### src/logic/alsr_defines.svh
// Offsets, field positions, reset values and codes of the aux/status bank.
// Assumes byte-wide registers addressed by an 8-bit register index.
`ifndef ALSR_DEFINES_SVH
`define ALSR_DEFINES_SVH
`define ALSR_OFS_CLIP 8'h4a
`define ALSR_OFS_TGT 8'h4b
`define ALSR_OFS_CFG 8'h4c
`define ALSR_OFS_RDP 8'h4d
`define ALSR_OFS_WRP 8'h4e
`define ALSR_OFS_WRB 8'h4f
`define ALSR_OFS_MASK 8'h52
`define ALSR_OFS_MAP 8'h58
`define ALSR_RST_TGT 8'h20
`define ALSR_RST_CFG 8'h83
`define ALSR_RST_RDP 8'h42
`define ALSR_RST_WRP 8'h4c
`define ALSR_RST_WRB 8'h02
`define ALSR_RST_MASK 8'h00
`define ALSR_RST_MAP 8'h00
`define ALSR_WMASK_TGT 8'hfe
`define ALSR_WMASK_CFG 8'hcf
`define ALSR_WMASK_MASK 8'hdf
`define ALSR_WMASK_MAP 8'h88
`define ALSR_CFG_AUTO_BL 0
`define ALSR_CFG_MAN_BL 2
`define ALSR_CFG_TRIG_WR 6
`define ALSR_CFG_MANUAL 7
`define ALSR_MASK_FATAL 0
`define ALSR_MASK_INT_LSB 1
`define ALSR_MASK_FIFO 6
`define ALSR_MASK_AUX 7
`define ALSR_MAP_PIN_ONE 3
`define ALSR_MAP_PIN_TWO 7
`define ALSR_SAT_NEG 16'h8001
`define ALSR_SAT_POS 16'h7fff
`define ALSR_BL_CODE0 4'h1
`define ALSR_BL_CODE1 4'h2
`define ALSR_BL_CODE2 4'h6
`define ALSR_BL_CODE3 4'h8
`endif

### src/logic/alsr_pkg.sv
// Types shared by the aux/status bank modules.
// Assumes the constants header is included where figures are needed.
package alsr_pkg;

  // Phases of the auxiliary transfer sequencer.
  typedef enum logic [1:0] {
    SEQ_IDLE,
    SEQ_WRITE,
    SEQ_READ
  } alsr_seq_state_t;

endpackage : alsr_pkg

### src/logic/alsr_clip_detect.sv
// Per-axis saturation detection for accelerometer and gyroscope.
// Assumes raw strobes and data-update strobes are one-cycle pulses.
`include "alsr_defines.svh"
module alsr_clip_detect (
  input wire logic sys_clk,
  input wire logic arst_n,
  input wire logic clk_en,
  input wire logic acc_raw_valid,
  input wire logic gyr_raw_valid,
  input wire logic [95:0] raw_samples,
  input wire logic acc_data_update,
  input wire logic gyr_data_update,
  output logic [5:0] clip_flags
);

  // One detector per axis; axes 0..2 are accel, 3..5 gyro.
  for (genvar i = 0; i < 6; i++) begin : g_axis
    logic hit;
    logic acc_ff;
    logic nxt_acc;
    logic flag_ff;
    logic nxt_flag;
    logic raw_v;
    logic upd;
    logic [15:0] smp;

    // Select the sample and the strobes belonging to this axis.
    always_comb begin
      smp = raw_samples[16*i +: 16];
      raw_v = (i < 3) ? acc_raw_valid : gyr_raw_valid;
      upd = (i < 3) ? acc_data_update : gyr_data_update;
      hit = raw_v && (smp == `ALSR_SAT_NEG || smp == `ALSR_SAT_POS);
    end

    // Collect hits over the filter window; publish with the data update.
    always_comb begin
      nxt_acc = upd ? 1'b0 : (acc_ff | hit);
      nxt_flag = upd ? (acc_ff | hit) : flag_ff;
    end

    // Flag and accumulator registers.
    always_ff @(posedge sys_clk or negedge arst_n) begin
      if (!arst_n) begin
        acc_ff <= 1'b0;
        flag_ff <= 1'b0;
      end else if (clk_en) begin
        acc_ff <= nxt_acc;
        flag_ff <= nxt_flag;
      end
    end

    assign clip_flags[i] = flag_ff;
  end

endmodule : alsr_clip_detect

### src/logic/alsr_aux_seq.sv
// Sequencer that launches transfers on the auxiliary I2C master.
// Assumes the master pulses aux_done once per launched transfer.
`include "alsr_defines.svh"
module alsr_aux_seq (
  input wire logic sys_clk,
  input wire logic arst_n,
  input wire logic clk_en,
  input wire logic manual_mode,
  input wire logic trig_write_en,
  input wire logic [1:0] auto_len_code,
  input wire logic [1:0] man_len_code,
  input wire logic [7:0] read_ptr,
  input wire logic [7:0] write_ptr,
  input wire logic [7:0] write_byte,
  input wire logic man_rd_req,
  input wire logic man_wr_req,
  input wire logic poll_tick,
  input wire logic aux_done,
  output logic aux_start,
  output logic aux_write,
  output logic [7:0] aux_reg_addr,
  output logic [7:0] aux_wdata,
  output logic [3:0] aux_burst_len,
  output logic aux_busy
);

  alsr_pkg::alsr_seq_state_t st_ff, nxt_st;
  logic pend_rd_ff, nxt_pend_rd, pend_wr_ff, nxt_pend_wr;
  logic pend_poll_ff, nxt_pend_poll, chain_ff, nxt_chain;
  logic start_ff, nxt_start, write_ff, nxt_write;
  logic [7:0] addr_ff, nxt_addr, wdata_ff, nxt_wdata;
  logic [3:0] len_ff, nxt_len;
  logic take_rd, take_wr, take_poll;

  // Maps a two-bit burst code onto its byte count.
  function automatic logic [3:0] burst_len(input logic [1:0] code);
    unique case (code)
      2'h0: burst_len = `ALSR_BL_CODE0;
      2'h1: burst_len = `ALSR_BL_CODE1;
      2'h2: burst_len = `ALSR_BL_CODE2;
      2'h3: burst_len = `ALSR_BL_CODE3;
    endcase
  endfunction : burst_len

  // Launch decisions; a new transfer starts from idle, or as the chained read when a trigger write completes.
  always_comb begin
    nxt_st = st_ff;
    nxt_chain = chain_ff;
    nxt_start = 1'b0;
    nxt_write = write_ff;
    nxt_addr = addr_ff;
    nxt_wdata = wdata_ff;
    nxt_len = len_ff;
    take_rd = 1'b0;
    take_wr = 1'b0;
    take_poll = 1'b0;
    unique case (st_ff)
      alsr_pkg::SEQ_IDLE: begin
        if (pend_wr_ff) begin
          take_wr = 1'b1;
          nxt_st = alsr_pkg::SEQ_WRITE;
          nxt_chain = 1'b0;
        end else if (pend_rd_ff) begin
          take_rd = 1'b1;
          nxt_st = alsr_pkg::SEQ_READ;
          nxt_len = burst_len(man_len_code);
        end else if (pend_poll_ff) begin
          take_poll = 1'b1;
          nxt_chain = trig_write_en;
          nxt_st = trig_write_en ? alsr_pkg::SEQ_WRITE : alsr_pkg::SEQ_READ;
          nxt_len = burst_len(auto_len_code);
        end
        if (take_wr || take_rd || take_poll) begin
          nxt_start = 1'b1;
          nxt_write = (nxt_st == alsr_pkg::SEQ_WRITE);
          nxt_addr = nxt_write ? write_ptr : read_ptr;
          nxt_wdata = write_byte;
        end
      end
      alsr_pkg::SEQ_WRITE, alsr_pkg::SEQ_READ: begin
        if (aux_done && chain_ff) begin
          nxt_chain = 1'b0;
          nxt_st = alsr_pkg::SEQ_READ;
          nxt_start = 1'b1;
          nxt_write = 1'b0;
          nxt_addr = read_ptr;
          nxt_len = burst_len(auto_len_code);
        end else if (aux_done) begin
          nxt_st = alsr_pkg::SEQ_IDLE;
        end
      end
      default: nxt_st = alsr_pkg::SEQ_IDLE;
    endcase
    // Requests are held until taken, a poll only while manual mode is off; a new one beats the take.
    nxt_pend_rd = (man_rd_req && manual_mode) || (pend_rd_ff && !take_rd);
    nxt_pend_wr = (man_wr_req && manual_mode) || (pend_wr_ff && !take_wr);
    nxt_pend_poll = (poll_tick && !manual_mode) ||
                    (pend_poll_ff && !take_poll && !manual_mode);
  end

  // Sequencer registers.
  always_ff @(posedge sys_clk or negedge arst_n) begin
    if (!arst_n) begin
      st_ff <= alsr_pkg::SEQ_IDLE;
      pend_rd_ff <= 1'b0;
      pend_wr_ff <= 1'b0;
      pend_poll_ff <= 1'b0;
      chain_ff <= 1'b0;
      start_ff <= 1'b0;
      write_ff <= 1'b0;
      addr_ff <= 8'h00;
      wdata_ff <= 8'h00;
      len_ff <= 4'h0;
    end else if (clk_en) begin
      st_ff <= nxt_st;
      pend_rd_ff <= nxt_pend_rd;
      pend_wr_ff <= nxt_pend_wr;
      pend_poll_ff <= nxt_pend_poll;
      chain_ff <= nxt_chain;
      start_ff <= nxt_start;
      write_ff <= nxt_write;
      addr_ff <= nxt_addr;
      wdata_ff <= nxt_wdata;
      len_ff <= nxt_len;
    end
  end

  assign aux_start = start_ff;
  assign aux_write = write_ff;
  assign aux_reg_addr = addr_ff;
  assign aux_wdata = wdata_ff;
  assign aux_burst_len = len_ff;
  assign aux_busy = (st_ff != alsr_pkg::SEQ_IDLE);

endmodule : alsr_aux_seq

### src/logic/alsr_regs.sv
// Auxiliary link, saturation status and error mask register bank.
// Assumes a single-cycle strobe register port and one clock domain.
`include "alsr_defines.svh"
module alsr_regs (
  input wire logic sys_clk,
  input wire logic arst_n,
  input wire logic clk_en,
  input wire logic [7:0] reg_addr,
  input wire logic [7:0] reg_wdata,
  input wire logic reg_wr,
  input wire logic reg_rd,
  output logic [7:0] reg_rdata,
  input wire logic acc_raw_valid,
  input wire logic gyr_raw_valid,
  input wire logic [95:0] raw_samples,
  input wire logic acc_data_update,
  input wire logic gyr_data_update,
  input wire logic fatal_err,
  input wire logic [3:0] internal_err,
  input wire logic fifo_err,
  input wire logic aux_err,
  output logic fault_irq,
  output logic fault_to_pin_one,
  output logic fault_to_pin_two,
  input wire logic poll_tick,
  input wire logic aux_done,
  output logic aux_start,
  output logic aux_write,
  output logic [6:0] aux_dev_addr,
  output logic [7:0] aux_reg_addr,
  output logic [7:0] aux_wdata,
  output logic [3:0] aux_burst_len,
  output logic aux_busy
);

  // Software-visible storage.
  logic [7:0] tgt_ff, nxt_tgt;
  logic [7:0] cfg_ff, nxt_cfg;
  logic [7:0] rdp_ff, nxt_rdp;
  logic [7:0] wrp_ff, nxt_wrp;
  logic [7:0] wrb_ff, nxt_wrb;
  logic [7:0] mask_ff, nxt_mask;
  logic [7:0] map_ff, nxt_map;
  logic [7:0] rdata_ff, nxt_rdata;

  // Error interrupt outputs.
  logic fault_ff, nxt_fault;
  logic pin_one_ff, nxt_pin_one;
  logic pin_two_ff, nxt_pin_two;

  // Decoded strobes and derived values.
  logic wr_tgt, wr_cfg, wr_rdp, wr_wrp, wr_wrb, wr_mask, wr_map;
  logic [5:0] clip_flags;
  logic [7:0] err_vec;
  logic [7:0] rd_mux;
  logic manual_mode;
  logic trig_write_en;

  // Address decode of the write strobe.
  always_comb begin
    wr_tgt = reg_wr && (reg_addr == `ALSR_OFS_TGT);
    wr_cfg = reg_wr && (reg_addr == `ALSR_OFS_CFG);
    wr_rdp = reg_wr && (reg_addr == `ALSR_OFS_RDP);
    wr_wrp = reg_wr && (reg_addr == `ALSR_OFS_WRP);
    wr_wrb = reg_wr && (reg_addr == `ALSR_OFS_WRB);
    wr_mask = reg_wr && (reg_addr == `ALSR_OFS_MASK);
    wr_map = reg_wr && (reg_addr == `ALSR_OFS_MAP);
  end

  // Target address next value; bit 0 is reserved and stays clear.
  always_comb begin
    nxt_tgt = tgt_ff;
    if (wr_tgt) begin
      nxt_tgt = reg_wdata & `ALSR_WMASK_TGT;
    end
  end

  // Target address storage.
  always_ff @(posedge sys_clk or negedge arst_n) begin
    if (!arst_n) begin
      tgt_ff <= `ALSR_RST_TGT;
    end else if (clk_en) begin
      tgt_ff <= nxt_tgt;
    end
  end

  // Link configuration next value; bits 5:4 are reserved.
  always_comb begin
    nxt_cfg = cfg_ff;
    if (wr_cfg) begin
      nxt_cfg = reg_wdata & `ALSR_WMASK_CFG;
    end
  end

  // Link configuration storage; it wakes up in manual mode.
  always_ff @(posedge sys_clk or negedge arst_n) begin
    if (!arst_n) begin
      cfg_ff <= `ALSR_RST_CFG;
    end else if (clk_en) begin
      cfg_ff <= nxt_cfg;
    end
  end

  // Read pointer next value; in manual mode the same write is also a read trigger.
  always_comb begin
    nxt_rdp = rdp_ff;
    if (wr_rdp) begin
      nxt_rdp = reg_wdata;
    end
  end

  // Read pointer storage.
  always_ff @(posedge sys_clk or negedge arst_n) begin
    if (!arst_n) begin
      rdp_ff <= `ALSR_RST_RDP;
    end else if (clk_en) begin
      rdp_ff <= nxt_rdp;
    end
  end

  // Write pointer next value; in manual mode the same write is also a write trigger.
  always_comb begin
    nxt_wrp = wrp_ff;
    if (wr_wrp) begin
      nxt_wrp = reg_wdata;
    end
  end

  // Write pointer storage.
  always_ff @(posedge sys_clk or negedge arst_n) begin
    if (!arst_n) begin
      wrp_ff <= `ALSR_RST_WRP;
    end else if (clk_en) begin
      wrp_ff <= nxt_wrp;
    end
  end

  // Write byte next value; it is sent by the next write transfer.
  always_comb begin
    nxt_wrb = wrb_ff;
    if (wr_wrb) begin
      nxt_wrb = reg_wdata;
    end
  end

  // Write byte storage.
  always_ff @(posedge sys_clk or negedge arst_n) begin
    if (!arst_n) begin
      wrb_ff <= `ALSR_RST_WRB;
    end else if (clk_en) begin
      wrb_ff <= nxt_wrb;
    end
  end

  // Error mask next value; bit 5 is reserved.
  always_comb begin
    nxt_mask = mask_ff;
    if (wr_mask) begin
      nxt_mask = reg_wdata & `ALSR_WMASK_MASK;
    end
  end

  // Error mask storage; all errors are blocked after reset.
  always_ff @(posedge sys_clk or negedge arst_n) begin
    if (!arst_n) begin
      mask_ff <= `ALSR_RST_MASK;
    end else if (clk_en) begin
      mask_ff <= nxt_mask;
    end
  end

  // Error routing next value; only the two pin bits are kept.
  always_comb begin
    nxt_map = map_ff;
    if (wr_map) begin
      nxt_map = reg_wdata & `ALSR_WMASK_MAP;
    end
  end

  // Error routing storage; no pin is driven after reset.
  always_ff @(posedge sys_clk or negedge arst_n) begin
    if (!arst_n) begin
      map_ff <= `ALSR_RST_MAP;
    end else if (clk_en) begin
      map_ff <= nxt_map;
    end
  end

  // Read multiplexer; unmapped offsets answer zero.
  always_comb begin
    unique case (reg_addr)
      `ALSR_OFS_CLIP: rd_mux = {2'b00, clip_flags};
      `ALSR_OFS_TGT: rd_mux = tgt_ff;
      `ALSR_OFS_CFG: rd_mux = cfg_ff;
      `ALSR_OFS_RDP: rd_mux = rdp_ff;
      `ALSR_OFS_WRP: rd_mux = wrp_ff;
      `ALSR_OFS_WRB: rd_mux = wrb_ff;
      `ALSR_OFS_MASK: rd_mux = mask_ff;
      `ALSR_OFS_MAP: rd_mux = map_ff;
      default: rd_mux = 8'h00;
    endcase
  end

  // Read data stands only in the cycle after the read strobe.
  always_comb begin
    nxt_rdata = reg_rd ? rd_mux : 8'h00;
  end

  // Read data register.
  always_ff @(posedge sys_clk or negedge arst_n) begin
    if (!arst_n) begin
      rdata_ff <= 8'h00;
    end else if (clk_en) begin
      rdata_ff <= nxt_rdata;
    end
  end

  assign reg_rdata = rdata_ff;

  // Error flags laid out like the mask so one AND gates them.
  always_comb begin
    err_vec = 8'h00;
    err_vec[`ALSR_MASK_FATAL] = fatal_err;
    err_vec[`ALSR_MASK_INT_LSB +: 4] = internal_err;
    err_vec[`ALSR_MASK_FIFO] = fifo_err;
    err_vec[`ALSR_MASK_AUX] = aux_err;
  end

  // Combined error interrupt and its per-pin routing.
  always_comb begin
    nxt_fault = |(err_vec & mask_ff);
    nxt_pin_one = nxt_fault && map_ff[`ALSR_MAP_PIN_ONE];
    nxt_pin_two = nxt_fault && map_ff[`ALSR_MAP_PIN_TWO];
  end

  // Interrupt output registers.
  always_ff @(posedge sys_clk or negedge arst_n) begin
    if (!arst_n) begin
      fault_ff <= 1'b0;
      pin_one_ff <= 1'b0;
      pin_two_ff <= 1'b0;
    end else if (clk_en) begin
      fault_ff <= nxt_fault;
      pin_one_ff <= nxt_pin_one;
      pin_two_ff <= nxt_pin_two;
    end
  end

  assign fault_irq = fault_ff;
  assign fault_to_pin_one = pin_one_ff;
  assign fault_to_pin_two = pin_two_ff;

  // Configuration fields steering the sequencer.
  assign manual_mode = cfg_ff[`ALSR_CFG_MANUAL];
  assign trig_write_en = cfg_ff[`ALSR_CFG_TRIG_WR];
  assign aux_dev_addr = tgt_ff[7:1];

  // Saturation detectors for all six axes.
  alsr_clip_detect u_clip (
    .sys_clk(sys_clk),
    .arst_n(arst_n),
    .clk_en(clk_en),
    .acc_raw_valid(acc_raw_valid),
    .gyr_raw_valid(gyr_raw_valid),
    .raw_samples(raw_samples),
    .acc_data_update(acc_data_update),
    .gyr_data_update(gyr_data_update),
    .clip_flags(clip_flags)
  );

  // Auxiliary transfer sequencer; pointer writes act as triggers in manual mode.
  alsr_aux_seq u_seq (
    .sys_clk(sys_clk),
    .arst_n(arst_n),
    .clk_en(clk_en),
    .manual_mode(manual_mode),
    .trig_write_en(trig_write_en),
    .auto_len_code(cfg_ff[`ALSR_CFG_AUTO_BL +: 2]),
    .man_len_code(cfg_ff[`ALSR_CFG_MAN_BL +: 2]),
    .read_ptr(nxt_rdp),
    .write_ptr(nxt_wrp),
    .write_byte(nxt_wrb),
    .man_rd_req(wr_rdp),
    .man_wr_req(wr_wrp),
    .poll_tick(poll_tick),
    .aux_done(aux_done),
    .aux_start(aux_start),
    .aux_write(aux_write),
    .aux_reg_addr(aux_reg_addr),
    .aux_wdata(aux_wdata),
    .aux_burst_len(aux_burst_len),
    .aux_busy(aux_busy)
  );

endmodule : alsr_regs

### config.mk
export PLATFORM = sky130hd
export DESIGN_NAME = alsr_regs
export DESIGN_NICKNAME = d
export VERILOG_FILES = /design/src/logic/alsr_pkg.sv /design/src/logic/alsr_clip_detect.sv /design/src/logic/alsr_aux_seq.sv /design/src/logic/alsr_regs.sv
export VERILOG_INCLUDE_DIRS = /design/src /design/src/logic
export SDC_FILE = /design/constraint.sdc
export NUM_CORES = 1
export LEC_CHECK = 0
export ABC_AREA = 1
export BUFFER_PORTS_ARGS = -buffer_cell sky130_fd_sc_hd__buf_2
export CAP_MARGIN = 20
export CORE_ASPECT_RATIO = 0.8
export CORE_MARGIN = 3
export CORE_UTILIZATION = 45
export DETAILED_ROUTE_END_ITERATION = 7
export GPL_TIMING_DRIVEN = 0
export PLACE_DENSITY = 0.74
export SYNTH_ARGS = -nofsm -noshare
export SYNTH_HDL_FRONTEND = slang
export SYNTH_SLANG_ARGS = --single-unit
export TNS_END_PERCENT = 30
### constraint.sdc
create_clock -name sys_clk -period 1.55 [get_ports sys_clk]
set_input_delay 0.0775 -clock sys_clk [delete_from_list [all_inputs] [get_ports sys_clk]]
set_output_delay 0.0775 -clock sys_clk [all_outputs]
set_load 0.03 [all_outputs]
== Word level (Yosys, flattened, before mapping) ==
Index checks and enable logic that the tools add are counted.
Word-level totals
  register bits: 97
  bits of input ports: 130
  output and inout port bits: 41
  word-level logic and storage cells: 184
Cells by class
  equality and inequality tests: 36
  mux-type cells: 52
  bitwise gates (word level): 7
  reduce and logical (&&, ||, !) cells: 56
Operators with widths (count)
  16-bit by 15-bit equality test with 1-bit output, second input constant: 6
  16-bit equality test, second input constant: 6
  8-bit by 7-bit equality test with 1-bit output, second input constant: 8
  8-bit one-hot mux with 8 select lines: 1
  8-bit two-way mux: 7
  4-bit one-hot mux with 4 select lines: 2
  1-bit two-way mux: 25
  1-bit logical AND: 23
  4-bit two-way mux: 4
  8-bit one-hot mux with 2 select lines: 1
  2-bit two-way mux: 7
  2-bit AND reduction: 7
  1-bit logical OR: 11
  2-bit equality test, second input constant: 5
  5-bit AND reduction: 2
  8-bit AND: 1
  2-bit by 1-bit equality test with 1-bit output, second input constant: 4
  4-bit one-hot mux with 2 select lines: 1
  8-bit OR reduction: 1
  2-bit logical NOT: 3
  3-bit by 1-bit != test with 1-bit output, second input constant: 2
  1-bit bitwise OR: 6
  1-bit one-hot mux with 2 select lines: 3
  1-bit logical NOT: 4
  9 further kinds: 11

== Depth between registers and ports, before layout ==
Gate-level depths: netlist (run 1).
  word-level depth: 9
  depth in mapped cells: 11

== Modules after synthesis ==
Synthesis (run 1) repeated with hierarchy kept, for this count alone.
Second synthesis, totals
  cell total of the unflattened synthesis: 912
  area total of the unflattened synthesis: 6263.5 µm²
By module, submodules not included
  alsr_regs: times used 1, cells each 435, area an instance 3269.4 µm², sequential area each 1438.9 µm²
  alsr_aux_seq: times used 1, cells each 185, area an instance 1555.2 µm², sequential area each 700.7 µm²
  alsr_clip_detect: times used 1, cells each 292, area an instance 1438.9 µm², sequential area each 300.3 µm²

== Worst setup path before layout (run 1) ==
OpenSTA, ideal clock, no wires.
  path type: flip-flop to flip-flop
  start: reg u_seq.st_ff[0]
  end: reg u_seq.addr_ff[0], in the netlist u_seq.aux_reg_addr[0]
  setup time: 0.118 ns
  arrival time: 1.400 ns
  data required time: 1.432 ns
  setup slack: 0.033 ns
  stages on the path, launching flop included: 8
  buffers on the path: 0
  period minus slack after synthesis: 1.517 ns
  cell sequence: dfrtp_1 -> inv_1 -> ha_1 -> inv_1 -> o21ai_0 -> clkinv_1 -> nand2_1 -> nand2_1
On the way
  cells in the longest elaborated chain, start to end: 8
  elaborated cells on any way between the ends: 16
Ends and longest elaborated chain
  from (decl): line alsr_aux_seq.sv:27  | alsr_pkg::alsr_seq_state_t st_ff, nxt_st;
  from (signal assigned): line alsr_aux_seq.sv:104  | st_ff <= alsr_pkg::SEQ_IDLE;
  from (signal assigned): line alsr_aux_seq.sv:115  | st_ff <= nxt_st;
  2-bit two-way mux: line alsr_aux_seq.sv:67  | end else if (pend_poll_ff) begin
  2-bit two-way mux: line alsr_aux_seq.sv:63  | end else if (pend_rd_ff) begin
  2-bit two-way mux: line alsr_aux_seq.sv:59  | if (pend_wr_ff) begin
  2-bit two-way mux: line alsr_aux_seq.sv:57  | unique case (st_ff)
  2-bit by 1-bit equality test with 1-bit output: line alsr_aux_seq.sv:75  | nxt_write = (nxt_st == alsr_pkg::SEQ_WRITE);
  8-bit two-way mux: line alsr_aux_seq.sv:76  | nxt_addr = nxt_write ? write_ptr : read_ptr;
  8-bit two-way mux: line alsr_aux_seq.sv:73  | if (take_wr || take_rd || take_poll) begin
  8-bit one-hot mux with 2 select lines: line alsr_aux_seq.sv:57
  to (signal assigned): line alsr_aux_seq.sv:122  | addr_ff <= nxt_addr;
  to (decl): line alsr_aux_seq.sv:31  | logic [7:0] addr_ff, nxt_addr, wdata_ff, nxt_wdata;
Several ways; a longest one is shown, not always the timed one. The select of a mux whose other input is x is not followed.
A chain may end at the register's enable or synchronous reset.

== Worst setup path after layout (run 1) ==
  start: reg u_seq.st_ff[1]
  end: reg u_seq.addr_ff[1], in the netlist u_seq.aux_reg_addr[1]
Same word-level chain as after synthesis.

==> results of run 1 <==
power by group:
group / total, uW / internal, uW / switching, uW
Combinational: 3370 / 1150 / 2220
Clock: 2160 / 1180 / 977
Sequential: 3310 / 3030 / 281
through the flow:
| stage | instances | hold slack [ps] |
|---|---|---|
| after global placement | 1151 | 348.4 |
| after CTS | 1174 | 3.813 |
| final | 1175 | 11.26 |
| after global routing | 1175 | 5.548 |
| after floorplan | 811 | -218.1 |
| after detailed placement | 1152 | 202.6 |
worst max-delay path: cells and delay by family, from the launching register on:
| kind | cells | cell delay, ps |
|---|---|---|
| flops | 1 | 380 |
| compound gates | 2 | 240 |
| fa+ha+maj | 1 | 280 |
| simple gates | 3 | 210 |
| buf+inv | 3 | 260 |
flip-flops by register name, summed over array words and instances (netlist names), 2 cells and up:
| name | cells |
|---|---|
| cfg_ff | 6 |
| mask_ff | 7 |
| u_clip.g_axis.flag_ff | 6 |
| u_seq.aux_burst_len | 4 |
| u_clip.g_axis.acc_ff | 6 |
| tgt_ff | 7 |
| u_seq.st_ff | 2 |
| u_seq.aux_reg_addr | 8 |
| wrb_ff | 8 |
| u_seq.aux_wdata | 8 |
| map_ff | 2 |
| reg_rdata | 8 |
| wrp_ff | 8 |
| rdp_ff | 8 |
final timing paths:
kind,depth (start not counted),slack (ps),startpoint,end
max,9,70,u_seq.st_ff[1]$_DFFE_PN0P_,u_seq.aux_reg_addr[1]$_DFFE_PN0P_
min in group asynchronous,2,340,arst_n,u_seq.aux_wdata[0]$_DFFE_PN0P_
max in group asynchronous,3,510,arst_n,tgt_ff[5]$_DFFE_PN1P_
min reg2reg,2,480,u_seq.aux_reg_addr[1]$_DFFE_PN0P_,u_seq.aux_reg_addr[1]$_DFFE_PN0P_
max reg2reg,9,70,u_seq.st_ff[1]$_DFFE_PN0P_,u_seq.aux_reg_addr[1]$_DFFE_PN0P_
min,3,10,gyr_raw_valid,u_clip.g_axis[3].flag_ff$_DFFE_PN0P_
logic make-up (layout without fill, tap and decap cells):
logic type | after synthesis | after routing
buf+inv | 88 | 281
flops | 97 | 97
simple gates | 516 | 516
mux | 4 | 4
fa+ha+maj | 8 | 8
compound gates | 98 | 98
synth_stat cells:
cell type	number	share of area
sky130_fd_sc_hd__nand2_1	254	0.16
sky130_fd_sc_hd__nor2_1	133	0.085
sky130_fd_sc_hd__dfrtp_1	87	0.37
sky130_fd_sc_hd__nand3_1	62	0.053
sky130_fd_sc_hd__inv_1	55	0.035
sky130_fd_sc_hd__nand4_1	42	0.045
sky130_fd_sc_hd__a21oi_1	19	0.016
sky130_fd_sc_hd__o21ai_0	18	0.015
sky130_fd_sc_hd__a31oi_1	16	0.017
sky130_fd_sc_hd__o21ai_2	16	0.024
sky130_fd_sc_hd__o21ai_1	11	0.0094
sky130_fd_sc_hd__dfstp_2	10	0.045
sky130_fd_sc_hd__buf_2	9	0.0077
sky130_fd_sc_hd__a21oi_2	8	0.012
sky130_fd_sc_hd__clkbuf_1	8	0.0051
sky130_fd_sc_hd__ha_1	8	0.017
sky130_fd_sc_hd__buf_4	5	0.0064
sky130_fd_sc_hd__inv_2	5	0.0032
sky130_fd_sc_hd__nand3b_1	5	0.0064
sky130_fd_sc_hd__mux2i_1	4	0.0068
sky130_fd_sc_hd__nand2_2	4	0.0043
sky130_fd_sc_hd__o21a_1	4	0.0051
sky130_fd_sc_hd__nor2_2	3	0.0032
sky130_fd_sc_hd__nor3_1	3	0.0026
sky130_fd_sc_hd__buf_6	2	0.0038
sky130_fd_sc_hd__nand3_4	2	0.0060
sky130_fd_sc_hd__nor2_4	2	0.0038
sky130_fd_sc_hd__nor2_8	2	0.0068
sky130_fd_sc_hd__o22ai_1	2	0.0021
sky130_fd_sc_hd__a211oi_1	1	0.0013
sky130_fd_sc_hd__a221oi_1	1	0.0015
sky130_fd_sc_hd__a22oi_1	1	0.0013
sky130_fd_sc_hd__a31oi_4	1	0.0036
sky130_fd_sc_hd__and3_4	1	0.0019
sky130_fd_sc_hd__buf_12	1	0.0034
sky130_fd_sc_hd__buf_8	1	0.0026
sky130_fd_sc_hd__clkbuf_2	1	0.00085
sky130_fd_sc_hd__clkinv_1	1	0.00064
sky130_fd_sc_hd__nand2_4	1	0.0019
sky130_fd_sc_hd__nand3_2	1	0.0017
sky130_fd_sc_hd__nor3b_1	1	0.0013
per-layer routing:
metal	vias up	share of wire
li1	3050	-
met5	-	0
met1	2775	0.45
met3	14	0.097
met4	0	0.0098
met2	247	0.45
area by class of cell:
class | instances | area (um2)
flip-flops and latches | 97 | 2440
repair buffers | 177 | 933.4
plain buffers | 27 | 181.4
clock inverters | 5 | 38.79
well taps | 171 | 214.0
multi-input cells | 626 | 3095
inverters | 61 | 239.0
clock buffers | 11 | 252.7
fillers | 1203 | 5082
timing repair:
item | 4_1_cts | 5_1_grt
pin swaps | 1 | 3
resized for setup | 11 | 11
setup endpoints to repair | 21 | 16
endpoints found under the hold margin | 53 | 0
setup buffers | 2 | 1
hold buffers | 4 | 0
==> report_table.html, run 1 <==
<table>
<tr><th>Metric</th><th>Value</th></tr>
<tr><th colspan="2">Setup path</th></tr>
<tr><td>Critical path's slowest cell</td><td>sky130_fd_sc_hd__dfrtp_1</td></tr>
<tr><td>Endpoint type of the worst setup path</td><td>register</td></tr>
<tr><td>Class of the most critical setup path</td><td>reg2reg</td></tr>
<tr><td>Peak per-stage delay on the critical path</td><td>380 ps</td></tr>
<tr><td>Required time of the critical path</td><td>1780 ps</td></tr>
<tr><td>Worst-path fanout max</td><td>8</td></tr>
<tr><td>Crit path cell chain</td><td>inv_2, ha_4, inv_4, a21oi_2, nor2_4, o21ai_4, clkinv_2, nand2_1, nand2_1</td></tr>
<tr><td>Data arrival time of the worst path</td><td>1710 ps</td></tr>
<tr><td>Crit path top cell by count</td><td>sky130_fd_sc_hd__nand2_1</td></tr>
<tr><td>Element type at the critical path start</td><td>register</td></tr>
<tr><th colspan="2">Synthesis</th></tr>
<tr><td>Share of synthesized area occupied by flip-flops and latches</td><td>0.4148</td></tr>
<tr><td>Number of distinct library cells after synthesis</td><td>41</td></tr>
<tr><td>Simple-gate portion of the synthesized area</td><td>0.3842</td></tr>
<tr><td>Post-synthesis cell count</td><td>811</td></tr>
<tr><td>Xor/xnor share of the synthesized area</td><td>0</td></tr>
<tr><td>Proportion of synthesized area in mux cells</td><td>0.006807</td></tr>
<tr><td>Synthesized-area fraction occupied by ao, oa, aoi and oai cells</td><td>0.1085</td></tr>
<tr><td>Flop and latch count out of synthesis</td><td>97</td></tr>
<tr><td>Synthesized area per cell</td><td>7.253 um2</td></tr>
<tr><td>Post-synthesis adder-cell area fraction</td><td>0.01702</td></tr>
<tr><td>Combinational family with the most area after synthesis</td><td>simple AND/OR/NAND/NOR gates</td></tr>
<tr><td>Number of warning messages in the yosys log</td><td>0</td></tr>
<tr><td>Net count of the mapped netlist</td><td>949</td></tr>
<tr><td>Netlist Area Pre-Place</td><td>5882 um2</td></tr>
<tr><th colspan="2">STA</th></tr>
<tr><td>Slew @ Worst Pin</td><td>770.6 ps</td></tr>
<tr><td>Maximum clock frequency</td><td>0.6752 GHz</td></tr>
<tr><td>Number of hold-slack violations in the final timing report</td><td>0</td></tr>
<tr><td>Period minus WS final</td><td>1481 ps</td></tr>
<tr><td>Max-slew violations</td><td>0</td></tr>
<tr><td>Crit path setup slack, layout</td><td>68.90 ps</td></tr>
<tr><td>Max-slew headroom at the worst pin</td><td>0.4863</td></tr>
<tr><td># setup viols final</td><td>0</td></tr>
<tr><td>Aggregate negative setup slack</td><td>0 ps</td></tr>
<tr><td>Final clock skew</td><td>9.405 ps</td></tr>
<tr><td>Final clock period utilization by the worst path</td><td>0.9556</td></tr>
<tr><th colspan="2">Global route</th></tr>
<tr><td>GR peak layer</td><td>met2</td></tr>
<tr><td>Global-route congestion overflow total</td><td>0</td></tr>
<tr><td>Pin count of the biggest net entering global routing</td><td>60</td></tr>
<tr><td>Met2 track utilization from global routing</td><td>0.3727</td></tr>
<tr><td>Met3 Resource Use GR</td><td>0.06419</td></tr>
<tr><td>GR Layer Usage met1</td><td>0.3262</td></tr>
<tr><td>Antenna violations before repair</td><td>0</td></tr>
<tr><td>GRT Total Usage</td><td>0.2352</td></tr>
<tr><td>Number of global-route vias before repair</td><td>5482</td></tr>
<tr><td>Global-route wire length before repair</td><td>27050 um</td></tr>
<tr><th colspan="2">Cells and area</th></tr>
<tr><td>Most common cell after layout, fill and taps aside</td><td>sky130_fd_sc_hd__nand2_1</td></tr>
<tr><td>Finished Core Util</td><td>0.5927</td></tr>
<tr><td>Area overhead of the layout relative to synthesis</td><td>25.72%</td></tr>
<tr><td>Number of nets in the layout</td><td>1137</td></tr>
<tr><td>Fin area</td><td>7395 um2</td></tr>
<tr><td>Diodes inserted</td><td>0</td></tr>
<tr><td>Ratio of cells with drive above 1 in the final layout</td><td>0.2749</td></tr>
<tr><td>Most frequent cells in the layout</td><td>sky130_fd_sc_hd__nand2_1 (253), sky130_fd_sc_hd__buf_2 (175), sky130_fd_sc_hd__nor2_1 (132), sky130_fd_sc_hd__dfrtp_1 (87), sky130_fd_sc_hd__nand3_1 (62)</td></tr>
<tr><th colspan="2">Clock network</th></tr>
<tr><td>Inserted Clock Buffers</td><td>9</td></tr>
<tr><td>Register clock-pin slew on the reported worst setup and hold paths</td><td>70 ps</td></tr>
<tr><td>Clock latency reported for the late side of the worst-skew pair</td><td>350 ps</td></tr>
<tr><td>Clk root buf</td><td>sky130_fd_sc_hd__clkbuf_16</td></tr>
<tr><td>Clock tree from TritonCTS</td><td>yes</td></tr>
<tr><td>Clock sinks</td><td>97</td></tr>
<tr><td>Buffer levels on the longest clock path</td><td>2</td></tr>
<tr><td>Number of levels the H-tree was split into</td><td>3</td></tr>
<tr><th colspan="2">Power</th></tr>
<tr><td>Post-layout total power</td><td>8837 uW</td></tr>
<tr><td>Leakage power of the design</td><td>0.003797 uW</td></tr>
<tr><td>P per Cell Area</td><td>1195 nW/um2</td></tr>
<tr><td>Worst IR Drop VDD</td><td>0.9176 mV</td></tr>
<tr><th colspan="2">Worst hold path</th></tr>
<tr><td>Classification of the worst-slack hold path</td><td>in2reg</td></tr>
<tr><th colspan="2">Place</th></tr>
<tr><td>Total half-perimeter wirelength after legalization and detailed placement</td><td>13260 um</td></tr>
<tr><td>Area after DPL</td><td>6964 um2</td></tr>
<tr><td>Weighted congestion reported at the end of routability-driven placement</td><td>0.9335</td></tr>
<tr><td>Input/output buffers</td><td>169</td></tr>
<tr><td>Worst-case setup slack after placement</td><td>-225.3 ps</td></tr>
<tr><th colspan="2">Run</th></tr>
<tr><td>Count of max-cap constraint violations</td><td>0</td></tr>
<tr><th colspan="2">Drt</th></tr>
<tr><td>First-pass iteration count of the detailed router</td><td>5</td></tr>
<tr><td>DR vias</td><td>6086</td></tr>
<tr><td>Iteration-0 DRC Markers</td><td>420</td></tr>
<tr><td>Number of remaining DRC errors</td><td>0</td></tr>
<tr><td>Post-detailed-routing wire length</td><td>17040 um</td></tr>
<tr><td>Final routed wire length divided by cell count</td><td>14.50 um</td></tr>
<tr><td>Remaining antenna violation count after routing</td><td>0</td></tr>
<tr><td>Per-cell via count in the routed design</td><td>5.180</td></tr>
<tr><th colspan="2">Floorplanning</th></tr>
<tr><td>Floorplan row count</td><td>36</td></tr>
<tr><td>Die extent in y</td><td>108.3 um</td></tr>
<tr><td>Die area</td><td>14490 um2</td></tr>
<tr><td>IO Pins</td><td>171</td></tr>
<tr><td>Starting density of the core</td><td>0.4714</td></tr>
<tr><td>Floorplan Core Area</td><td>12480 um2</td></tr>
<tr><td>Width of the die</td><td>133.8 um</td></tr>
<tr><th colspan="2">Run status</th></tr>
<tr><td>Status</td><td>completed</td></tr>
</table>
No activity file was read; power rests on OpenSTA's default activity.
==> run 2, diff against run 1 <==
==> constraint.sdc (replaced) <==
create_clock -name sys_clk -period 1.55 [get_ports sys_clk]
set_input_delay 0.155 -clock sys_clk [delete_from_list [all_inputs] [get_ports sys_clk]]
set_output_delay 0.155 -clock sys_clk [all_outputs]
set_load 0.03 [all_outputs]
==> run 2 against run 1 <==
Compared with the run above:
- worst hold slack gained 64 ps
- utilization shrank 0.21 points
- sequential power barely moved
- critical path type is now reg2out
- highest routed layer unchanged
==> report_table.html, run 2 (synthesis results as in run 1) <==
<table>
<tr><th>Metric</th><th>Value</th></tr>
<tr><th colspan="2">Global route</th></tr>
<tr><td>Global-route congestion overflow total</td><td>0 (unchanged)</td></tr>
<tr><td>Pin count of the biggest net entering global routing</td><td>60 (unchanged)</td></tr>
<tr><td>Antenna violations before repair</td><td>0 (unchanged)</td></tr>
<tr><td>GRT Total Usage</td><td>0.2352 (unchanged)</td></tr>
<tr><td>Global-route wire length before repair</td><td>27040 um (about the same)</td></tr>
<tr><td>Number of global-route vias before repair</td><td>5482 (unchanged)</td></tr>
<tr><th colspan="2">Clock network</th></tr>
<tr><td>Clock tree from TritonCTS</td><td>yes</td></tr>
<tr><td>Inserted Clock Buffers</td><td>9 (unchanged)</td></tr>
<tr><td>Buffer levels on the longest clock path</td><td>2 (unchanged)</td></tr>
<tr><td>Register clock-pin slew on the reported worst setup and hold paths</td><td>60 ps (about the same)</td></tr>
<tr><td>Clk root buf</td><td>sky130_fd_sc_hd__clkbuf_16</td></tr>
<tr><td>Clock sinks</td><td>97 (unchanged)</td></tr>
<tr><td>Number of levels the H-tree was split into</td><td>3 (unchanged)</td></tr>
<tr><td>Clock latency reported for the late side of the worst-skew pair</td><td>350 ps (about the same)</td></tr>
<tr><th colspan="2">STA</th></tr>
<tr><td>Period minus WS final</td><td>1514 ps (+32.76 ps)</td></tr>
<tr><td>Slew @ Worst Pin</td><td>774.3 ps (+3.688 ps)</td></tr>
<tr><td>Max-slew headroom at the worst pin</td><td>0.4838 (-0.002459)</td></tr>
<tr><td>Final clock period utilization by the worst path</td><td>0.9767 (+0.02114)</td></tr>
<tr><td>Maximum clock frequency</td><td>0.6606 GHz (-2.2%)</td></tr>
<tr><td>RSZ-0062 raised after global routing</td><td>yes</td></tr>
<tr><td>Crit path setup slack, layout</td><td>36.14 ps (-32.76 ps)</td></tr>
<tr><td>Max-slew violations</td><td>0 (unchanged)</td></tr>
<tr><td>Aggregate negative setup slack</td><td>0 ps (unchanged)</td></tr>
<tr><td># setup viols final</td><td>0 (unchanged)</td></tr>
<tr><td>Final clock skew</td><td>11.79 ps (+2.385 ps)</td></tr>
<tr><td>Number of hold-slack violations in the final timing report</td><td>0 (unchanged)</td></tr>
<tr><th colspan="2">Drt</th></tr>
<tr><td>Post-detailed-routing wire length</td><td>17090 um (+0.29%)</td></tr>
<tr><td>Final routed wire length divided by cell count</td><td>14.58 um (+0.55%)</td></tr>
<tr><td>DR vias</td><td>6071 (-0.25%)</td></tr>
<tr><td>Per-cell via count in the routed design</td><td>5.180 (about the same)</td></tr>
<tr><td>Number of remaining DRC errors</td><td>0 (unchanged)</td></tr>
<tr><td>Iteration-0 DRC Markers</td><td>409 (-2.6%)</td></tr>
<tr><td>First-pass iteration count of the detailed router</td><td>5 (unchanged)</td></tr>
<tr><td>Remaining antenna violation count after routing</td><td>0 (unchanged)</td></tr>
<tr><th colspan="2">Setup path</th></tr>
<tr><td>Number of logic stages on the critical path including buffering</td><td>4 (-5)</td></tr>
<tr><td>Critical R2R Capture</td><td>u_seq.aux_reg_addr[1]$_DFFE_PN0P_</td></tr>
<tr><td>Element type at the critical path start</td><td>register</td></tr>
<tr><td>Peak per-stage delay on the critical path</td><td>400 ps (+20 ps)</td></tr>
<tr><td>Worst-path fanout max</td><td>6 (-2)</td></tr>
<tr><td>Critical path's slowest cell</td><td>sky130_fd_sc_hd__dfrtp_1</td></tr>
<tr><td>CP startpoint</td><td>u_seq.st_ff[0]$_DFFE_PN0P_</td></tr>
<tr><td>Crit path cell chain</td><td>inv_2, ha_4, clkinvlp_4, buf_6</td></tr>
<tr><td>Data arrival time of the worst path</td><td>1360 ps (-350 ps)</td></tr>
<tr><td>Kind of cell adding the most delay to the critical path</td><td>buffers and inverters</td></tr>
<tr><td>Worst r2r src</td><td>u_seq.st_ff[1]$_DFFE_PN0P_</td></tr>
<tr><td>Class of the most critical setup path</td><td>reg2out</td></tr>
<tr><td>Worst R2R Path Depth</td><td>9 (unchanged)</td></tr>
<tr><td>Slack of the worst reg-to-reg path</td><td>70 ps (about the same)</td></tr>
<tr><td>Endpoint type of the worst setup path</td><td>primary output</td></tr>
<tr><td>Required time of the critical path</td><td>1390 ps (-390 ps)</td></tr>
<tr><td>Worst setup path endpoint</td><td>aux_busy</td></tr>
<tr><td>Crit path buffers/inverters</td><td>3 (unchanged)</td></tr>
<tr><th colspan="2">Power</th></tr>
<tr><td>Reported net switching power</td><td>3497 uW (+0.58%)</td></tr>
<tr><td>Worst IR Drop VDD</td><td>0.9191 mV (+0.16%)</td></tr>
<tr><td>Leakage power of the design</td><td>0.003786 uW (-0.29%)</td></tr>
<tr><td>Clk pwr share</td><td>0.245 (about the same)</td></tr>
<tr><td>Int Power</td><td>5365 uW (+0.10%)</td></tr>
<tr><td>Part of the total power dissipated in combinational logic</td><td>0.382 (about the same)</td></tr>
<tr><td>Sequential group share of total power</td><td>0.373 (about the same)</td></tr>
<tr><td>P per Cell Area</td><td>1203 nW/um2 (+0.65%)</td></tr>
<tr><td>Switching share of total power</td><td>0.3946 (+0.001130)</td></tr>
<tr><th colspan="2">Cells and area</th></tr>
<tr><td>Area overhead of the layout relative to synthesis</td><td>25.27%</td></tr>
<tr><td>Fill cell total of the finished layout</td><td>1208 (+0.42%)</td></tr>
<tr><td>Fin area</td><td>7368 um2 (-0.36%)</td></tr>
<tr><td>Most frequent cells in the layout</td><td>sky130_fd_sc_hd__nand2_1 (253), sky130_fd_sc_hd__buf_2 (175), sky130_fd_sc_hd__nor2_1 (132), sky130_fd_sc_hd__dfrtp_1 (87), sky130_fd_sc_hd__nand3_1 (62)</td></tr>
<tr><td>Finished Core Util</td><td>0.5906 (-0.002105)</td></tr>
<tr><td>Count of non-filler cells in the finished layout</td><td>1172 (-0.26%)</td></tr>
<tr><td>Most common cell after layout, fill and taps aside</td><td>sky130_fd_sc_hd__nand2_1</td></tr>
<tr><td>Diodes inserted</td><td>0 (unchanged)</td></tr>
<tr><td>Number of nets in the layout</td><td>1134 (-0.26%)</td></tr>
<tr><td>Ratio of cells with drive above 1 in the final layout</td><td>0.2757 (+0.0008239)</td></tr>
<tr><th colspan="2">Floorplanning</th></tr>
<tr><td>Width of the die</td><td>133.8 um (unchanged)</td></tr>
<tr><td>Starting density of the core</td><td>0.4714 (unchanged)</td></tr>
<tr><td>Floorplan row count</td><td>36 (unchanged)</td></tr>
<tr><td>Floorplan Core Area</td><td>12480 um2 (unchanged)</td></tr>
<tr><td>Die extent in y</td><td>108.3 um (unchanged)</td></tr>
<tr><td>IO Pins</td><td>171 (unchanged)</td></tr>
<tr><td>Die area</td><td>14490 um2 (unchanged)</td></tr>
<tr><th colspan="2">Place</th></tr>
<tr><td>Area after DPL</td><td>6964 um2 (unchanged)</td></tr>
<tr><td>Total half-perimeter wirelength after legalization and detailed placement</td><td>13260 um (unchanged)</td></tr>
<tr><td>Input/output buffers</td><td>169 (unchanged)</td></tr>
<tr><td>Number of placed instances, taps included</td><td>1152 (unchanged)</td></tr>
<tr><td>Worst-case setup slack after placement</td><td>-225.3 ps (unchanged)</td></tr>
<tr><td>Weighted congestion reported at the end of routability-driven placement</td><td>0.9335 (unchanged)</td></tr>
<tr><th colspan="2">Run status</th></tr>
<tr><td>Status</td><td>completed</td></tr>
<tr><th colspan="2">Run</th></tr>
<tr><td>Count of max-cap constraint violations</td><td>0 (unchanged)</td></tr>
<tr><th colspan="2">Worst hold path</th></tr>
<tr><td>Classification of the worst-slack hold path</td><td>in2reg</td></tr>
</table>
-- run 2: cell count changes in the layout (fill, tap and decap cells not counted) --
cell	change
sky130_fd_sc_hd__dlygate4sd3_1	-3
sky130_fd_sc_hd__buf_6	+1
sky130_fd_sc_hd__clkbuf_4	-1
-- run 2: power by group through the flow --
stage               Clock, uW  Sequential, uW  Combinational (uW)
floorplan                   0            3900                1500
global placement            0            3330                3040
detailed placement          0            3340                3080
CTS                      2200            3300                3240
global route             2310            3370                3720
finish                   2170            3310                3380
-- run 2: layer usage --
| metal | wire [um] | global-route usage |
|---|---|---|
| met3 | 1500 | 0.06512 |
| met1 | 7790 | 0.3259 |
| met4 | 147 | 0.04993 |
| met2 | 7652 | 0.3724 |
| met5 | 0 | 0 |
-- run 2: what timing repair did --
| action | CTS | global route |
|---|---|---|
| endpoints found under the setup margin | 22 | 17 |
| endpoints found under the hold margin | 50 | 0 |
| buffers inserted | 2 | 1 |
| gates resized for setup | 11 | 13 |
| pin swaps | 1 | 3 |
| hold buffers | 1 | 0 |
-- run 2: layout make-up --
cell class,instances,area [um2],share of cell area
Multi-Input combinational cell,626,3095,0.4201
Tap cell,171,214.0,0.02904
Clock buffer,11,252.7,0.03430
Timing Repair Buffer,174,907.1,0.1231
Buffer,27,181.4,0.02462
Sequential cell,97,2440,0.3311
Inverter,61,239.0,0.03243
Clock inverter,5,38.79,0.005264
-- run 2: worst min-delay path by stage --
| stage | cells after the start | startpoint | to |
|---|---|---|---|
| 3_5_place_dp | 1 | arst_n | wrb_ff[0]$_DFFE_PN0P_ |
| 3_3_place_gp | 3 | reg_wdata[0] | cfg_ff[0]$_DFFE_PN1P_ |
| 6_report | 3 | reg_wdata[0] | cfg_ff[0]$_DFFE_PN1P_ |
| 4_1_cts | 3 | reg_wdata[0] | cfg_ff[0]$_DFFE_PN1P_ |
| 2_1_floorplan | 0 | arst_n | cfg_ff[2]$_DFFE_PN0P_ |
| 5_1_grt | 3 | reg_wdata[0] | cfg_ff[0]$_DFFE_PN1P_ |
-- run 2: stage by stage --
| step | hold WS [ps] | power, uW |
|---|---|---|
| floorplan | -140.6 | 5401 |
| global route | 79.23 | 9401 |
| detailed placement | 280.1 | 6419 |
| global placement | 425.9 | 6368 |
| finish | 74.78 | 8863 |
| CTS | 61.60 | 8741 |
-- run 2: worst reg2reg max path, delay by kind of cell, from the launching register on --
family,cells,cell delay [ps]
flops,1,380
fa+ha+maj,1,280
compound gates,2,240
simple gates,3,210
buf+inv,3,260
==> run 3, diff against run 2 <==
Settings changed: PLACE_DENSITY 0.74 to 0.71.
Clock period 1.55 ns to 2 ns, I/O delays scaled along.
==> run 3 against run 2 <==
Compared with the run above:
- clock-buffer cell count grew 2
- largest power group is now sequential cells
- die area is the same
- design area shrank 1.2%
- via count shrank 0.74%
- clock skew shrank 7.8 ps
- sequential share of layout area grew 0.39 points
- first-iteration DRC count grew 23%
- global-route usage grew 0.40 points
- critical path depth grew 5
==> report_table.html, run 3 (synthesis results as in run 1) <==
<table>
<tr><th>Metric</th><th>Value</th></tr>
<tr><th colspan="2">Run status</th></tr>
<tr><td>Status</td><td>completed</td></tr>
<tr><th colspan="2">Clock network</th></tr>
<tr><td>Buffer levels on the longest clock path</td><td>2 (unchanged)</td></tr>
<tr><td>Clock latency reported for the late side of the worst-skew pair</td><td>350 ps (about the same)</td></tr>
<tr><td>Inserted Clock Buffers</td><td>9 (unchanged)</td></tr>
<tr><td>Clk root buf</td><td>sky130_fd_sc_hd__clkbuf_16</td></tr>
<tr><td>Number of levels the H-tree was split into</td><td>3 (unchanged)</td></tr>
<tr><td>Clock sinks</td><td>97 (unchanged)</td></tr>
<tr><td>Post-CTS Setup Repair Bufs</td><td>0 (-2)</td></tr>
<tr><td>Register clock-pin slew on the reported worst setup and hold paths</td><td>60 ps (about the same)</td></tr>
<tr><td>Hold-fix buffer count after cts</td><td>1 (unchanged)</td></tr>
<tr><td>Clock tree from TritonCTS</td><td>yes</td></tr>
<tr><td>Post-cts gate resize count</td><td>0 (-11)</td></tr>
<tr><th colspan="2">Cells and area</th></tr>
<tr><td>Fill cell total of the finished layout</td><td>1208 (unchanged)</td></tr>
<tr><td>Footprint of the multi-input gates</td><td>3038 um2 (-1.9%)</td></tr>
<tr><td>Most common cell after layout, fill and taps aside</td><td>sky130_fd_sc_hd__nand2_1</td></tr>
<tr><td>Area of all sequential standard cells</td><td>2440 um2 (unchanged)</td></tr>
<tr><td>Ratio of cells with drive above 1 in the final layout</td><td>0.2595 (-0.01621)</td></tr>
<tr><td>Diodes inserted</td><td>0 (unchanged)</td></tr>
<tr><td>Number of nets in the layout</td><td>1131 (-0.26%)</td></tr>
<tr><td>Most frequent cells in the layout</td><td>sky130_fd_sc_hd__nand2_1 (254), sky130_fd_sc_hd__buf_2 (177), sky130_fd_sc_hd__nor2_1 (133), sky130_fd_sc_hd__dfrtp_1 (87), sky130_fd_sc_hd__nand3_1 (62)</td></tr>
<tr><td>Area overhead of the layout relative to synthesis</td><td>23.80%</td></tr>
<tr><td>Finished Core Util</td><td>0.5836 (-0.006920)</td></tr>
<tr><th colspan="2">Drt</th></tr>
<tr><td>Iteration-0 DRC Markers</td><td>505 (+23%)</td></tr>
<tr><td>DR vias</td><td>6026 (-0.74%)</td></tr>
<tr><td>Per-cell via count in the routed design</td><td>5.155 (-0.49%)</td></tr>
<tr><td>First-pass iteration count of the detailed router</td><td>5 (unchanged)</td></tr>
<tr><td>Number of remaining DRC errors</td><td>0 (unchanged)</td></tr>
<tr><td>Final routed wire length divided by cell count</td><td>14.58 um (about the same)</td></tr>
<tr><td>Remaining antenna violation count after routing</td><td>0 (unchanged)</td></tr>
<tr><td>Post-detailed-routing wire length</td><td>17040 um (-0.30%)</td></tr>
<tr><th colspan="2">Power</th></tr>
<tr><td>P per Cell Area</td><td>923.0 nW/um2 (-23%)</td></tr>
<tr><td>Part of the total power dissipated in combinational logic</td><td>0.357 (-0.025)</td></tr>
<tr><td>Clk pwr share</td><td>0.261 (+0.016)</td></tr>
<tr><td>Int Power</td><td>4139 uW (-23%)</td></tr>
<tr><td>Leakage power of the design</td><td>0.003773 uW (-0.33%)</td></tr>
<tr><td>Sequential group share of total power</td><td>0.381 (+0.008)</td></tr>
<tr><td>Reported net switching power</td><td>2582 uW (-26%)</td></tr>
<tr><td>Post-layout total power</td><td>6722 uW (-24%)</td></tr>
<tr><td>Switching share of total power</td><td>0.3842 (-0.01042)</td></tr>
<tr><td>Worst IR Drop VDD</td><td>0.6259 mV (-32%)</td></tr>
<tr><th colspan="2">Global route</th></tr>
<tr><td>GRT Total Usage</td><td>0.2393 (+0.004043)</td></tr>
<tr><td>Global-route congestion overflow total</td><td>0 (unchanged)</td></tr>
<tr><td>Antenna violations before repair</td><td>0 (unchanged)</td></tr>
<tr><td>Number of global-route vias before repair</td><td>5748 (+4.9%)</td></tr>
<tr><td>Pin count of the biggest net entering global routing</td><td>61 (+1.7%)</td></tr>
<tr><td>Global-route wire length before repair</td><td>27570 um (+1.9%)</td></tr>
<tr><th colspan="2">Setup path</th></tr>
<tr><td>Worst-path fanout max</td><td>10 (+4)</td></tr>
<tr><td>Peak per-stage delay on the critical path</td><td>350 ps (-50 ps)</td></tr>
<tr><td>Class of the most critical setup path</td><td>reg2reg</td></tr>
<tr><td>Data arrival time of the worst path</td><td>2030 ps (+670 ps)</td></tr>
<tr><td>Required time of the critical path</td><td>2230 ps (+840 ps)</td></tr>
<tr><td>Critical path's slowest cell</td><td>sky130_fd_sc_hd__dfrtp_1</td></tr>
<tr><td>Element type at the critical path start</td><td>register</td></tr>
<tr><td>Crit path top cell by count</td><td>sky130_fd_sc_hd__inv_1</td></tr>
<tr><td>Crit path buffers/inverters</td><td>3 (unchanged)</td></tr>
<tr><td>Crit path cell chain</td><td>inv_1, ha_1, inv_1, a21oi_1, nor2_1, o21ai_0, buf_2, nand2_1, o21ai_1</td></tr>
<tr><td>Kind of cell adding the most delay to the critical path</td><td>buffers and inverters</td></tr>
<tr><td>Endpoint type of the worst setup path</td><td>register</td></tr>
<tr><th colspan="2">STA</th></tr>
<tr><td>Max-slew headroom at the worst pin</td><td>0.6348 (+0.1510)</td></tr>
<tr><td>Slew @ Worst Pin</td><td>547.8 ps (-226.5 ps)</td></tr>
<tr><td>Hold Worst Slack</td><td>120.1 ps (+45.35 ps)</td></tr>
<tr><td># setup viols final</td><td>0 (unchanged)</td></tr>
<tr><td>Final clock skew</td><td>4.001 ps (-7.790 ps)</td></tr>
<tr><td>Number of hold-slack violations in the final timing report</td><td>0 (unchanged)</td></tr>
<tr><td>Period minus WS final</td><td>1802 ps</td></tr>
<tr><td>Aggregate negative setup slack</td><td>0 ps (unchanged)</td></tr>
<tr><td>Crit path setup slack, layout</td><td>197.8 ps (+161.6 ps)</td></tr>
<tr><td>Final clock period utilization by the worst path</td><td>0.9011</td></tr>
<tr><td>RSZ-0062 raised after global routing</td><td>no</td></tr>
<tr><td>Max-slew violations</td><td>0 (unchanged)</td></tr>
<tr><td>Maximum clock frequency</td><td>0.5549 GHz</td></tr>
<tr><th colspan="2">Place</th></tr>
<tr><td>Worst-case setup slack after placement</td><td>223.9 ps (+449.1 ps)</td></tr>
<tr><td>Weighted congestion reported at the end of routability-driven placement</td><td>0.9267 (-0.73%)</td></tr>
<tr><td>Input/output buffers</td><td>169 (unchanged)</td></tr>
<tr><td>Total half-perimeter wirelength after legalization and detailed placement</td><td>13290 um (+0.24%)</td></tr>
<tr><th colspan="2">Floorplanning</th></tr>
<tr><td>Die area</td><td>14490 um2 (unchanged)</td></tr>
<tr><td>Die extent in y</td><td>108.3 um (unchanged)</td></tr>
<tr><td>IO Pins</td><td>171 (unchanged)</td></tr>
<tr><td>Floorplan Core Area</td><td>12480 um2 (unchanged)</td></tr>
<tr><td>Starting density of the core</td><td>0.4714 (unchanged)</td></tr>
<tr><td>Width of the die</td><td>133.8 um (unchanged)</td></tr>
<tr><td>Floorplan row count</td><td>36 (unchanged)</td></tr>
<tr><th colspan="2">Worst hold path</th></tr>
<tr><td>Classification of the worst-slack hold path</td><td>in2reg</td></tr>
<tr><th colspan="2">Run</th></tr>
<tr><td>Count of max-cap constraint violations</td><td>0 (unchanged)</td></tr>
</table>
run 3: metal layers:
| layer | GRT usage | vias up | wire, um |
|---|---|---|---|
| met5 | 0 | - | 0 |
| met4 | 0.06167 | 0 | 223 |
| met3 | 0.06698 | 25 | 1617 |
| met2 | 0.3738 | 245 | 7561 |
| met1 | 0.3309 | 2732 | 7637 |
| li1 | - | 3024 | - |
run 3: power by group through the flow:
stage          Sequential (uW)  Clock, uW  Combinational [uW]
6_report                  2560       1760                2400
5_1_grt                   2610       1860                2660
4_1_cts                   2560       1780                2410
3_5_place_dp              2590          0                2390
3_3_place_gp              2580          0                2370
2_1_floorplan             3020          0                1160
run 3: cell type report:
class | instances | area share
Multi-Input combinational cell | 626 | 0.4172
Sequential cell | 97 | 0.3351
Timing Repair Buffer | 171 | 0.1216
Clock buffer | 13 | 0.03574
Inverter | 61 | 0.03144
Tap cell | 171 | 0.02938
Buffer | 27 | 0.02405
Clock inverter | 3 | 0.005498
run 3: final timing paths:
path                                            startpoint                              to  slack (ps)  depth (start not counted)
worst max-delay path            u_seq.st_ff[0]$_DFFE_PN0P_     u_seq.aux_write$_DFFE_PN0P_         200                          9
worst min-delay path                          reg_wdata[1]           cfg_ff[1]$_DFFE_PN1P_         120                          3
worst max register to register  u_seq.st_ff[0]$_DFFE_PN0P_     u_seq.aux_write$_DFFE_PN0P_         200                          9
worst min register to register    reg_rdata[6]$_DFFE_PN0P_        reg_rdata[6]$_DFFE_PN0P_         470                          2
max in group asynchronous                           arst_n           tgt_ff[5]$_DFFE_PN1P_         920                          3
min in group asynchronous                           arst_n  u_seq.aux_wdata[0]$_DFFE_PN0P_         360                          2
run 3: stage by stage:
step | std cells | area (um2)
2_1_floorplan | 811 | 5882
3_3_place_gp | 1151 | 6942
3_5_place_dp | 1152 | 6972
4_1_cts | 1169 | 7282
5_1_grt | 1169 | 7282
6_report | 1169 | 7282
run 3: worst reg2reg max path, cell delays in order, from the launching register on:
cell	delay, ps
sky130_fd_sc_hd__dfrtp_1	350
sky130_fd_sc_hd__inv_1	70
sky130_fd_sc_hd__ha_1	310
sky130_fd_sc_hd__inv_1	150
sky130_fd_sc_hd__a21oi_1	60
sky130_fd_sc_hd__nor2_1	190
sky130_fd_sc_hd__o21ai_0	210
sky130_fd_sc_hd__buf_2	230
sky130_fd_sc_hd__nand2_1	60
sky130_fd_sc_hd__o21ai_1	60
